File: src/hw/wws_pkg.sv
// Package with constants and types for the windowed watchdog supervisor
package wws_pkg;
    // Oscillator ticks are derived from mclk by a divider standing for the RC oscillator
    localparam int OSC_DIV_DEFAULT = 100;
    // Power-on delay and watchdog period in oscillator ticks
    localparam int POR_TICKS_DEFAULT = 1000;
    localparam int PERIOD_TICKS_DEFAULT = 3000;
    // Window split in percent of the period that is closed
    localparam int CLOSED_PCT_LONG = 67;
    localparam int CLOSED_PCT_SHORT = 33;
    localparam int PCT_FULL = 100;
    // Good clears needed before enable goes active
    localparam logic [1:0] GOOD_CLEARS_NEEDED = 2'h3;
    // Periods without a clear before standby in the sleep detector variant
    localparam logic [1:0] SLEEP_MISSES = 2'h2;
    localparam logic [31:0] CNT_ZERO = 32'h00000000;

    typedef enum logic [2:0] {
        WWS_ST_LOW_SUPPLY,
        WWS_ST_POR_DELAY,
        WWS_ST_CLOSED,
        WWS_ST_OPEN,
        WWS_ST_STANDBY
    } wws_state_t;

    typedef struct packed {
        logic rst_out;
        logic rst_oe_n;
        logic en_n;
    } wws_pins_t;
endpackage : wws_pkg

File: src/hw/wws_supervisor.sv
// Windowed watchdog supervisor with power-on reset and safety enable
// How it works
// - After the supply rises above threshold a power-on delay runs and only then reset releases.
// - While the supply is below threshold reset is driven low.
// - A clear in the closed window or no clear by the end of the open window forces a reset.
// - Software clears only in the open window, and any clear in the closed window resets.
// - The closed window is 67 or 33 percent of the period, picked by a build parameter.
// - Enable stays inactive after reset until three good clears have been made in a row.
// - With the sleep detector built in, missing clears send the block into standby.
// - Enable is a push-pull output that is low when enabled.
// - Reset is open drain and active low, pulling low to assert and releasing otherwise.
`timescale 1ns/1ps
module wws_supervisor
    import wws_pkg::*;
#(
    parameter int OSC_DIV = OSC_DIV_DEFAULT,
    parameter int POR_TICKS = POR_TICKS_DEFAULT,
    parameter int PERIOD_TICKS = PERIOD_TICKS_DEFAULT,
    parameter bit LONG_CLOSED = 1'b1,
    parameter bit SLEEP_DETECT = 1'b0
)
(
    input wire logic mclk,
    input wire logic reset,
    input wire logic supply_ok,
    input wire logic watchdog_clear_in,
    output wws_pins_t pins,
    output logic standby
);
    localparam int CLOSED_PCT = LONG_CLOSED ? CLOSED_PCT_LONG : CLOSED_PCT_SHORT;
    localparam int CLOSED_TICKS = (PERIOD_TICKS * CLOSED_PCT) / PCT_FULL;
    localparam logic [31:0] OSC_LAST = 32'(OSC_DIV - 1);
    localparam logic [31:0] POR_LAST = 32'(POR_TICKS - 1);
    localparam logic [31:0] CLOSED_LAST = 32'(CLOSED_TICKS - 1);
    localparam logic [31:0] OPEN_LAST = 32'(PERIOD_TICKS - CLOSED_TICKS - 1);

    wws_state_t state, next_state;
    logic [31:0] div_cnt, next_div_cnt;
    logic [31:0] tick_cnt, next_tick_cnt;
    logic [1:0] good, next_good;
    logic [1:0] misses, next_misses;
    logic clr_prev, next_clr_prev;
    logic rst_low, next_rst_low;
    logic en_n, next_en_n;
    logic next_standby;
    logic tick;
    logic clr_pulse;

    // Tick phase runs free, so the first tick of a delay may come early by one divider period
    assign tick = (div_cnt == OSC_LAST);
    // A clear held high counts once, only on its rising edge
    assign clr_pulse = watchdog_clear_in & ~clr_prev;

    // Prescaler standing in for the resistor-tuned oscillator, plus the clear edge detector
    always_comb
    begin
        next_div_cnt = tick ? CNT_ZERO : div_cnt + 32'h00000001;
        next_clr_prev = watchdog_clear_in;
    end

    always_ff @(posedge mclk or posedge reset)
    begin
        if (reset)
        begin
            div_cnt <= CNT_ZERO;
            clr_prev <= 1'b0;
        end
        else
        begin
            div_cnt <= next_div_cnt;
            clr_prev <= next_clr_prev;
        end
    end

    // Supervisor sequence; timeouts and closed clears share the power-on delay path
    // Misses survive the power-on delay so two timeouts in a row can be seen
    always_comb
    begin
        next_state = state;
        next_tick_cnt = tick_cnt;
        next_good = good;
        next_misses = misses;
        if (!supply_ok)
        begin
            next_state = WWS_ST_LOW_SUPPLY;
            next_tick_cnt = CNT_ZERO;
            next_good = 2'h0;
            next_misses = 2'h0;
        end
        else
        begin
            case (state)
                WWS_ST_LOW_SUPPLY:
                begin
                    next_state = WWS_ST_POR_DELAY;
                    next_tick_cnt = CNT_ZERO;
                end
                WWS_ST_POR_DELAY:
                begin
                    if (tick)
                    begin
                        if (tick_cnt == POR_LAST)
                        begin
                            next_state = WWS_ST_CLOSED;
                            next_tick_cnt = CNT_ZERO;
                        end
                        else
                        begin
                            next_tick_cnt = tick_cnt + 32'h00000001;
                        end
                    end
                end
                WWS_ST_CLOSED:
                begin
                    if (clr_pulse)
                    begin
                        next_state = WWS_ST_POR_DELAY;
                        next_tick_cnt = CNT_ZERO;
                        next_good = 2'h0;
                    end
                    else if (tick)
                    begin
                        if (tick_cnt == CLOSED_LAST)
                        begin
                            next_state = WWS_ST_OPEN;
                            next_tick_cnt = CNT_ZERO;
                        end
                        else
                        begin
                            next_tick_cnt = tick_cnt + 32'h00000001;
                        end
                    end
                end
                WWS_ST_OPEN:
                begin
                    if (clr_pulse)
                    begin
                        next_state = WWS_ST_CLOSED;
                        next_tick_cnt = CNT_ZERO;
                        next_misses = 2'h0;
                        if (good != GOOD_CLEARS_NEEDED)
                        begin
                            next_good = good + 2'h1;
                        end
                    end
                    else if (tick && tick_cnt == OPEN_LAST)
                    begin
                        next_tick_cnt = CNT_ZERO;
                        next_good = 2'h0;
                        if (SLEEP_DETECT && misses == SLEEP_MISSES - 2'h1)
                        begin
                            next_state = WWS_ST_STANDBY;
                        end
                        else
                        begin
                            next_state = WWS_ST_POR_DELAY;
                            next_misses = misses + 2'h1;
                        end
                    end
                    else if (tick)
                    begin
                        next_tick_cnt = tick_cnt + 32'h00000001;
                    end
                end
                WWS_ST_STANDBY:
                begin
                    if (clr_pulse)
                    begin
                        next_state = WWS_ST_POR_DELAY;
                        next_tick_cnt = CNT_ZERO;
                        next_misses = 2'h0;
                    end
                end
                default:
                begin
                    next_state = WWS_ST_LOW_SUPPLY;
                end
            endcase
        end
        // Outputs follow the next state so they change on the edge that takes the event
        next_rst_low = (next_state == WWS_ST_LOW_SUPPLY) || (next_state == WWS_ST_POR_DELAY);
        next_standby = (next_state == WWS_ST_STANDBY);
        next_en_n = (next_good != GOOD_CLEARS_NEEDED) || next_rst_low;
    end

    always_ff @(posedge mclk or posedge reset)
    begin
        if (reset)
        begin
            state <= WWS_ST_LOW_SUPPLY;
            tick_cnt <= CNT_ZERO;
            good <= 2'h0;
            misses <= 2'h0;
            rst_low <= 1'b1;
            en_n <= 1'b1;
            standby <= 1'b0;
        end
        else
        begin
            state <= next_state;
            tick_cnt <= next_tick_cnt;
            good <= next_good;
            misses <= next_misses;
            rst_low <= next_rst_low;
            en_n <= next_en_n;
            standby <= next_standby;
        end
    end

    // Open drain: drive low only while asserting, enable low means driving
    assign pins.rst_out = 1'b0;
    assign pins.rst_oe_n = ~rst_low;
    assign pins.en_n = en_n;
endmodule : wws_supervisor

File: config.mk
export PLATFORM = sky130hd
export DESIGN_NAME = wws_supervisor
export DESIGN_NICKNAME = d
export VERILOG_FILES = /design/src/hw/wws_pkg.sv /design/src/hw/wws_supervisor.sv
export SDC_FILE = /design/constraint.sdc
export NUM_CORES = 1
export LEC_CHECK = 0
export ABC_AREA = 1
export BUFFER_PORTS_ARGS = -buffer_cell sky130_fd_sc_hd__buf_4
export CORE_MARGIN = 2
export CORE_UTILIZATION = 40
export CTS_CLUSTER_DIAMETER = 30
export DETAILED_ROUTE_END_ITERATION = 12
export GPL_ROUTABILITY_DRIVEN = 0
export PLACE_DENSITY = 0.61
export SKIP_CTS_REPAIR_TIMING = 1
export SLEW_MARGIN = 40
export SYNTH_ARGS = -nofsm -noshare
export SYNTH_HDL_FRONTEND = slang
export SYNTH_SLANG_ARGS = --single-unit
File: constraint.sdc
create_clock -name mclk -period 3.4 [get_ports mclk]
set_input_delay 0.85 -clock mclk [delete_from_list [all_inputs] [get_ports mclk]]
set_output_delay 0.85 -clock mclk [all_outputs]
set_load 0.05 [all_outputs]
Word-level counts from Yosys, hierarchy flattened
Index checks and enable logic that the tools add are counted.
{ "word_totals": {"out_inout_bits": 4, "word_cells": 65, "ramBits": 0, "latchBits": 0, "mem_bits_ro": 0, "mem_count": 0, "register_bits": 73} }
{ "op_classes": {"n_mux": 28, "bitwise_logic": 3, "n_div": 0, "n_lt_le_gt_ge": 0, "shifts": 0, "n_addsub": 3, "n_reduce_logical": 6, "mul": 0, "n_eq_ne": 17} }
{ "op_table": {"columns": ["op", "n"], "rows": [
  ["$mux 32", 11],
  ["$pmux 32 s5", 1],
  ["$add 32x1->32 const B", 2],
  ["$eq 32x10->1 const B", 2],
  ["$eq 32x11->1 const B", 1],
  ["$eq 32x7->1 const B", 1],
  ["$mux 3", 9],
  ["$pmux 3 s5", 1],
  ["$mux 2", 5],
  ["$eq 3x1->1 const B", 2],
  ["$eq 3x2->1 const B", 2],
  ["$eq 3x3->1 const B", 2],
  ["$logic_not 3->1", 2],
  ["$ne 3x3->1 const B", 2],
  ["$ne 6x1->1 const B", 1],
  ["$ne 5x5->1 const B", 1],
  ["$reduce_and 5->1", 1],
  ["$ne 2x2->1 const B", 2],
  ["$ne 4x4->1 const B", 1],
  ["$pmux 2 s2", 1],
  ["$add 2x1->2 const B", 1],
  ["$logic_or 1x1->1", 2],
  ["$not 1->1", 2],
  ["$and 1x1->1", 1],
  ["$logic_and 1x1->1", 1]
]} }

Logic depth before layout (Yosys ltp)
Gate-level depths: netlist of run 1.
{ "logic_depth": {"ltp_word": 9, "ltp_mapped": 14} }

Least setup slack after synthesis of run 1
No wires, ideal clock.
{ "synth_timing": {"path_type": "input to register", "start": "input port watchdog_clear_in", "end": "register tick_cnt[9]", "setup_ns": 0.113, "setup_slack_ns": 1.408, "t_arrival_ns": 1.879, "stages": 10, "path_cell_list": "inv_1 > nor2_4 > nand2_1 > nand3_1 > clkbuf_1 > nand3_1 > nand2_1 > nand2_1 > nand2_1 > inv_1"} }
{ "synth_via": {"elab_chain_len": 4} }
{ "synth_lines": {"columns": ["element", "line", "text"], "rows": [
  ["start: declaration", "wws_supervisor.sv:26", "input wire logic watchdog_clear_in,"],
  ["$and 1x1->1 (*)", "wws_supervisor.sv:52", "assign clr_pulse = watchdog_clear_in & ~clr_prev;"],
  ["$mux 32 (on tied branches)", "wws_supervisor.sv:136, wws_supervisor.sv:115", null],
  ["$pmux 32 s5", "wws_supervisor.sv:92", "case (state)"],
  ["$mux 32", "wws_supervisor.sv:83", "if (!supply_ok)"],
  ["end signal: assignment", "wws_supervisor.sv:201", "tick_cnt <= next_tick_cnt;"],
  ["end: declaration", "wws_supervisor.sv:39", "logic [31:0] tick_cnt, next_tick_cnt;"]
]} }
Mark *: on every way between the ends. The rest lies on a longest branch, timed or not.
A chain may end at the register's enable or synchronous reset.

Worst setup path after layout of run 1
{ "layout_timing": {"start": "register div_cnt[0]", "end": "register tick_cnt[2]"} }
{ "layout_via": {"elab_chain_len": 6} }
{ "layout_lines": {"columns": ["element", "line", "text"], "rows": [
  ["start: declaration", "wws_supervisor.sv:38", "logic [31:0] div_cnt, next_div_cnt;"],
  ["start signal: assignment", "wws_supervisor.sv:70", "div_cnt <= next_div_cnt;"],
  ["$eq 32x7->1 (*)", "wws_supervisor.sv:50", "assign tick = (div_cnt == OSC_LAST);"],
  ["$logic_and 1x1->1", "wws_supervisor.sv:146", "else if (tick && tick_cnt == OPEN_LAST)"],
  ["$mux 32", "wws_supervisor.sv:146", null],
  ["$mux 32", "wws_supervisor.sv:136", "if (clr_pulse)"],
  ["$pmux 32 s5", "wws_supervisor.sv:92", null],
  ["$mux 32", "wws_supervisor.sv:83", null]
]} }
Marked as above.

==> impl_metrics.json, run 1 <==
{
  "first_pass_iters": 5,
  "synthAdderAreaFrac_pct": 0.709,
  "root_buffer": "clkbuf_16",
  "total_power_mw": 1.92,
  "cts_sinks": 73,
  "combPwrFrac_pct": 4.5,
  "hold_ws_ps": 508,
  "synth.area.top_cells": "dfrtp_1 34%, nand2_1 15%, inv_1 8.4%",
  "via_count": 4888,
  "hold_viol": 0,
  "gr-total-overflow": 0,
  "htreeDepth": 3,
  "slew_violations": 0,
  "first_iter_violations": 407,
  "synthXorXnorAreaFrac_pct": 3.81,
  "grt_pass1_vias": 4461,
  "ys_seq_elements": 73,
  "ir_worst_vdd_mv": 0.230,
  "dpl.hpwl_um": 9490,
  "synth.distinct_cells": 43,
  "io_buffer_count": 6,
  "yosys.area_share.simple_pct": 45.0,
  "die_w_um": 119,
  "muxShareOfSynthArea_pct": 0,
  "die_height_um": 119,
  "ioPinCount": 8,
  "grt_max_degree": 74,
  "switching_share_pct": 23.1,
  "syn_nets": 802,
  "finClkSkew_ps": 10.8,
  "clkSlewWorstSetupHoldPaths_ps": 60,
  "p_leak_nw": 2.80,
  "yosysSeqAreaShare_pct": 34.6,
  "endpoint_kind": "flip-flop",
  "start_util_pct": 40.5,
  "max-cap-violations": 0,
  "dieArea_um2": 14200,
  "synth_top_area_cell": "dfrtp_1",
  "ant_nets": 0,
  "critPathKind": "reg -> reg",
  "worst_slack_ps": 968,
  "critPathRequiredTime_ps": 3630,
  "status": "finished clean",
  "wire_per_inst_um": 13.3,
  "antenna_found_initial": 0,
  "numCtsBuffers": 9,
  "dpl_cell_area_um2": 5480,
  "internal_power_mw": 1.48,
  "design_area_um2": 5780,
  "power.switching_uw": 444,
  "sequentialPowerShare_pct": 45.5,
  "post_drt_via_cell_ratio": 5.00,
  "cp-start-kind": "flip-flop",
  "hp-class": "reg -> reg",
  "track_usage_pct": 19.6,
  "critPathArrivalTime_ps": 2670,
  "grt_setup_unrepaired": "false",
  "ys_warn_count": 0,
  "clk_latency_ps": 340,
  "setup_tns_ps": 0,
  "antennaDiodeCount": 0,
  "netlist_area_um2": 5290,
  "worstPathMaxFanout": 26,
  "nets": 804,
  "synth_compound_area_share_pct": 4.21,
  "syn_inst": 795,
  "std_cell_rows": 42,
  "placeableCoreArea_um2": 13100,
  "max_clock_freq_ghz": 0.411,
  "syn_to_final_growth_pct": 9.12,
  "syn_avg_cell_area_um2": 6.66,
  "power_density_nw_per_um2": 332,
  "max_slew_margin_pct": 55.9,
  "pwr-share-clk_pct": 50.0,
  "tightest_slew_ps": 659,
  "wl_um": 13000,
  "period_needed_ps": 2430,
  "post-route-period-util_pct": 71.5,
  "grt_pass1_wl_um": 22400,
  "synth_top_area_share_pct": 33.6,
  "synth_top_family_by_area": "simple AND/OR/NAND/NOR gates",
  "post-place-ws_ps": 716,
  "layout-drive-gt1-share_pct": 11.5,
  "cts_buffer_depth": 2,
  "drcViolationCount": 0,
  "setup_viol": 0,
  "cts_tree": "done"
}
[synth_stat cells, drive strengths merged]
cell and instances:
xor2 18, dfstp 2, nand2 229, buf 13, ha 3, conb 1
o21bai 5, nor4 2, xnor2 5, a31o 1, clkbuf 6, o31ai 1
nand3 71, o211ai 2, nor3b 1, a221oi 1, clkinv 3, o21ai 18
inv 126, a41oi 1, dfrtp 71, nor2 130, nand4 52, a21oi 7
or2 1, nor3 25
[critical path, stage by stage (launching register included)]
cell,delay (ps)
dfrtp_1,410
ha_1,250
nand2_1,70
nor2_1,80
nand3_1,70
nor2_1,130
nand2_1,170
nand3_2,140
nand2_4,180
inv_2,440
nand2_1,220
nand2_1,100
inv_1,40
[per-stage QoR]
| stage | utilization (%) | instances |
|---|---|---|
| global placement | 41.9 | 962 |
| CTS | 44.1 | 978 |
| detailed placement | 41.9 | 962 |
| floorplan | - | 795 |
| global route | 44.1 | 978 |
| finish | 44.1 | 978 |
[layout by cell type (no fill, tap or decap), types with 2 or more instances in the layout]
master / count
o21bai_1: 5
nand3_2: 2
xnor2_1: 5
inv_1: 117
nand4_1: 51
nor2_2: 26
nand2_2: 9
inv_2: 8
clkinvlp_4: 3
ha_1: 3
nand2_1: 217
o21ai_1: 3
nor4_1: 2
xor2_1: 18
clkinv_2: 2
a21oi_1: 6
dfrtp_1: 71
nor3_1: 21
o21ai_0: 15
nor2_1: 98
o211ai_1: 2
nand2_4: 3
dfstp_2: 2
clkbuf_1: 2
buf_4: 9
nand3_1: 68
nor2_4: 6
nor3_2: 4
clkbuf_16: 9
[power by group through the flow]
stage	registers (mW)	clock network [mW]	logic, mW
after floorplan	0.889	0	0.0684
after global placement	0.890	0	0.0875
after detailed placement	0.890	0	0.0878
after CTS	0.874	0.984	0.0881
after global routing	0.874	1.02	0.0967
final	0.874	0.960	0.0862
[registers in the layout, summed over array words and instances, names as in the netlist]
register,count
div_cnt,32
standby,1
tick_cnt,32
state,3
rst_low,1
good,2
clr_prev,1
en_n,1
[final cells by class]
type / count / area [um2]
clock buffers: 12 / 246
clock inverters: 4 / 52.6
fillers: 1356 / 7310
inverters: 129 / 492
multi-input cells: 574 / 2850
flip-flops and latches: 73 / 1830
well taps: 176 / 220
repair buffers: 10 / 87.6
[final timing paths]
path,from,to,slack (ps),depth (start not counted)
worst max register to register,div_cnt[0]$_DFF_PP0_,tick_cnt[2]$_DFFE_PP0P_,970,12
min in group asynchronous,reset,div_cnt[30]$_DFF_PP0_,570,3
max in group asynchronous,reset,en_n$_DFF_PP1_,2460,3
worst min-delay path,div_cnt[15]$_DFF_PP0_,div_cnt[15]$_DFF_PP0_,510,1
worst min register to register,div_cnt[15]$_DFF_PP0_,div_cnt[15]$_DFF_PP0_,510,1
worst max-delay path,div_cnt[0]$_DFF_PP0_,tick_cnt[2]$_DFFE_PP0P_,970,12
[layer usage]
layer | GRT usage, % | wire length [um]
met1 | 30.2 | 6930
met2 | 28.2 | 5350
met3 | 3.16 | 529
met4 | 5.43 | 188
met5 | 0 | 0
[cell families after synthesis]
kind of cell | after synthesis
buf+inv | 148
flops | 73
other cells | 1
fa+ha+maj | 3
compound gates | 36
xor+xnor | 23
simple gates | 511
Note: power is estimated with default switching activity, not from simulation.
==> inputs of run 2 (changes only) <==
--- a/config.mk
+++ b/config.mk
@@ -12,7 +12,7 @@
 export CTS_CLUSTER_DIAMETER = 30
 export DETAILED_ROUTE_END_ITERATION = 12
 export GPL_ROUTABILITY_DRIVEN = 0
-export PLACE_DENSITY = 0.61
+export PLACE_DENSITY = 0.63
 export SKIP_CTS_REPAIR_TIMING = 1
 export SLEW_MARGIN = 40
 export SYNTH_ARGS = -nofsm -noshare
==> constraint.sdc (replaced) <==
create_clock -name mclk -period 2.1 [get_ports mclk]
set_input_delay 0.525 -clock mclk [delete_from_list [all_inputs] [get_ports mclk]]
set_output_delay 0.525 -clock mclk [all_outputs]
set_load 0.05 [all_outputs]
==> impl_metrics.json, run 2 (synthesis gave the netlist of run 1 again) <==
{
  "root_buffer": "clkbuf_16",
  "gr-total-overflow": 0,
  "slew_violations": 0,
  "cts_sinks": 73,
  "std_cell_rows": 42,
  "grt_max_degree": 74,
  "reg.largest.list": "div_cnt (32), tick_cnt (32), state (3)",
  "drcViolationCount": 0,
  "max-cap-violations": 0,
  "crit_start": "tick_cnt[16]$_DFFE_PP0P_",
  "post_drt_via_cell_ratio": 4.95,
  "layout-drive-gt1-share_pct": 15.2,
  "critPathRequiredTime_ps": 2340,
  "ioPinCount": 8,
  "critPathArrivalTime_ps": 2200,
  "io_buffer_count": 6,
  "track_usage_pct": 20.8,
  "sequentialPowerShare_pct": 41.9,
  "ant_nets": 0,
  "switching_share_pct": 21.8,
  "placeableCoreArea_um2": 13100,
  "grt_pass1_wl_um": 23500,
  "clk_latency_ps": 350,
  "cp_slowest_cell": "dfrtp_1",
  "first_iter_violations": 480,
  "cts_tree": "done",
  "setup_viol": 0,
  "r2r_slack_ps": 140,
  "worstPathMaxFanout": 11,
  "layout_commonest_cell": "nand2_1",
  "setup_tns_ps": 0,
  "finClkSkew_ps": 5.08,
  "internal_power_mw": 2.64,
  "crit_family": "simple AND/OR/NAND/NOR gates",
  "path_buf_inv": 1,
  "worst_slack_ps": 139,
  "grt_setup_unrepaired": "true",
  "fin_cells": 1009,
  "reg2reg_depth": 11,
  "clkSlewWorstSetupHoldPaths_ps": 60,
  "hp-class": "in -> async",
  "power.switching_uw": 734,
  "post-route-period-util_pct": 93.4,
  "path_cells": "nor2_1 > nand3_1 > nor2_1 > nand2_2 > nor2_2 > nand2_2 > nand2_2 > nand3_4 > a21oi_4 > buf_12 > nor2_1",
  "syn_to_final_growth_pct": 14.9,
  "dpl.hpwl_um": 10000,
  "die_height_um": 119,
  "numCtsBuffers": 9,
  "antenna_found_initial": 0,
  "pwr-share-clk_pct": 53.2,
  "wl_um": 13600,
  "worst_r2r_endpoint": "tick_cnt[30]$_DFFE_PP0P_",
  "period_needed_ps": 1960,
  "slowest_delay_ps": 460,
  "post-place-ws_ps": 72.4,
  "nets": 835,
  "cp-start-kind": "flip-flop",
  "wire_per_inst_um": 13.5,
  "dieArea_um2": 14200,
  "r2r_start": "tick_cnt[16]$_DFFE_PP0P_",
  "die_w_um": 119,
  "hold_viol": 0,
  "antennaDiodeCount": 0,
  "start_util_pct": 40.5,
  "dpl.cell_count": 993,
  "first_pass_iters": 5,
  "p_leak_nw": 2.99,
  "combPwrFrac_pct": 4.8,
  "htreeDepth": 3,
  "max_clock_freq_ghz": 0.510,
  "endpoint_kind": "flip-flop",
  "via_count": 4997,
  "power_density_nw_per_um2": 555,
  "grt_pass1_vias": 4697,
  "ir_worst_vdd_mv": 0.460,
  "final_cell_mix": "216 x nand2_1, 117 x inv_1, 98 x nor2_1",
  "cts_buffer_depth": 2,
  "critPathKind": "reg -> reg",
  "status": "finished clean"
}
-- run 2: cell count changes in the layout (fill, tap and decap cells not counted), moves of 2 or more --
cell,delta
buf_4,+30
bufinv_16,+2
clkbuf_1,-2
clkinv_2,+2
clkinvlp_4,-2
-- run 2: area by class of cell --
cell class	instances	area, um2
clock inverters	6	105
repair buffers	41	333
fillers	1320	7000
well taps	176	220
clock buffers	10	239
multi-input cells	574	2860
inverters	129	497
flip-flops and latches	73	1830
-- run 2: per-layer routing --
metal / GRT usage (%) / vias up / routed length, um
li1: - / 2580 / -
met1: 31.5 / 2258 / 6860
met2: 29.5 / 147 / 5760
met3: 3.40 / 12 / 814
met4: 7.74 / 0 / 185
met5: 0 / - / 0
-- run 2: power groups by stage --
stage | clock network, mW | registers [mW] | logic, mW
3_5_place_dp | 0 | 1.44 | 0.164
6_report | 1.80 | 1.42 | 0.163
2_1_floorplan | 0 | 1.44 | 0.111
5_1_grt | 1.88 | 1.42 | 0.180
4_1_cts | 1.83 | 1.42 | 0.165
3_3_place_gp | 0 | 1.44 | 0.163
-- run 2: worst register-to-register path, stage by stage (launching register included) --
cell and delay, ps:
dfrtp_1 460, nor2_1 150, nand3_1 90, nor2_1 200, nand2_2 130, nor2_2 140, nand2_2 80, nand2_2 80
nand3_4 120, a21oi_4 180, buf_12 160, nor2_1 60
-- run 2: worst max-delay path by stage --
stage / endpoint / slack [ps] / cells past startpoint
5_1_grt: tick_cnt[2]$_DFFE_PP0P_ / -0.4 / 13
3_3_place_gp: tick_cnt[22]$_DFFE_PP0P_ / 60 / 12
6_report: tick_cnt[30]$_DFFE_PP0P_ / 140 / 11
3_5_place_dp: tick_cnt[22]$_DFFE_PP0P_ / 70 / 12
2_1_floorplan: div_cnt[30]$_DFF_PP0_ / 390 / 10
4_1_cts: tick_cnt[22]$_DFFE_PP0P_ / 70 / 12
-- run 2: metrics by stage --
step	cell area, um2	power, mW	utilization [%]	hold slack, ps
after global placement	5730	1.60	43.8	489
after detailed placement	5730	1.60	43.8	484
after floorplan	5300	1.55	-	464
after CTS	6070	3.41	46.4	282
after global routing	6080	3.48	46.5	286
final	6080	3.38	46.5	281
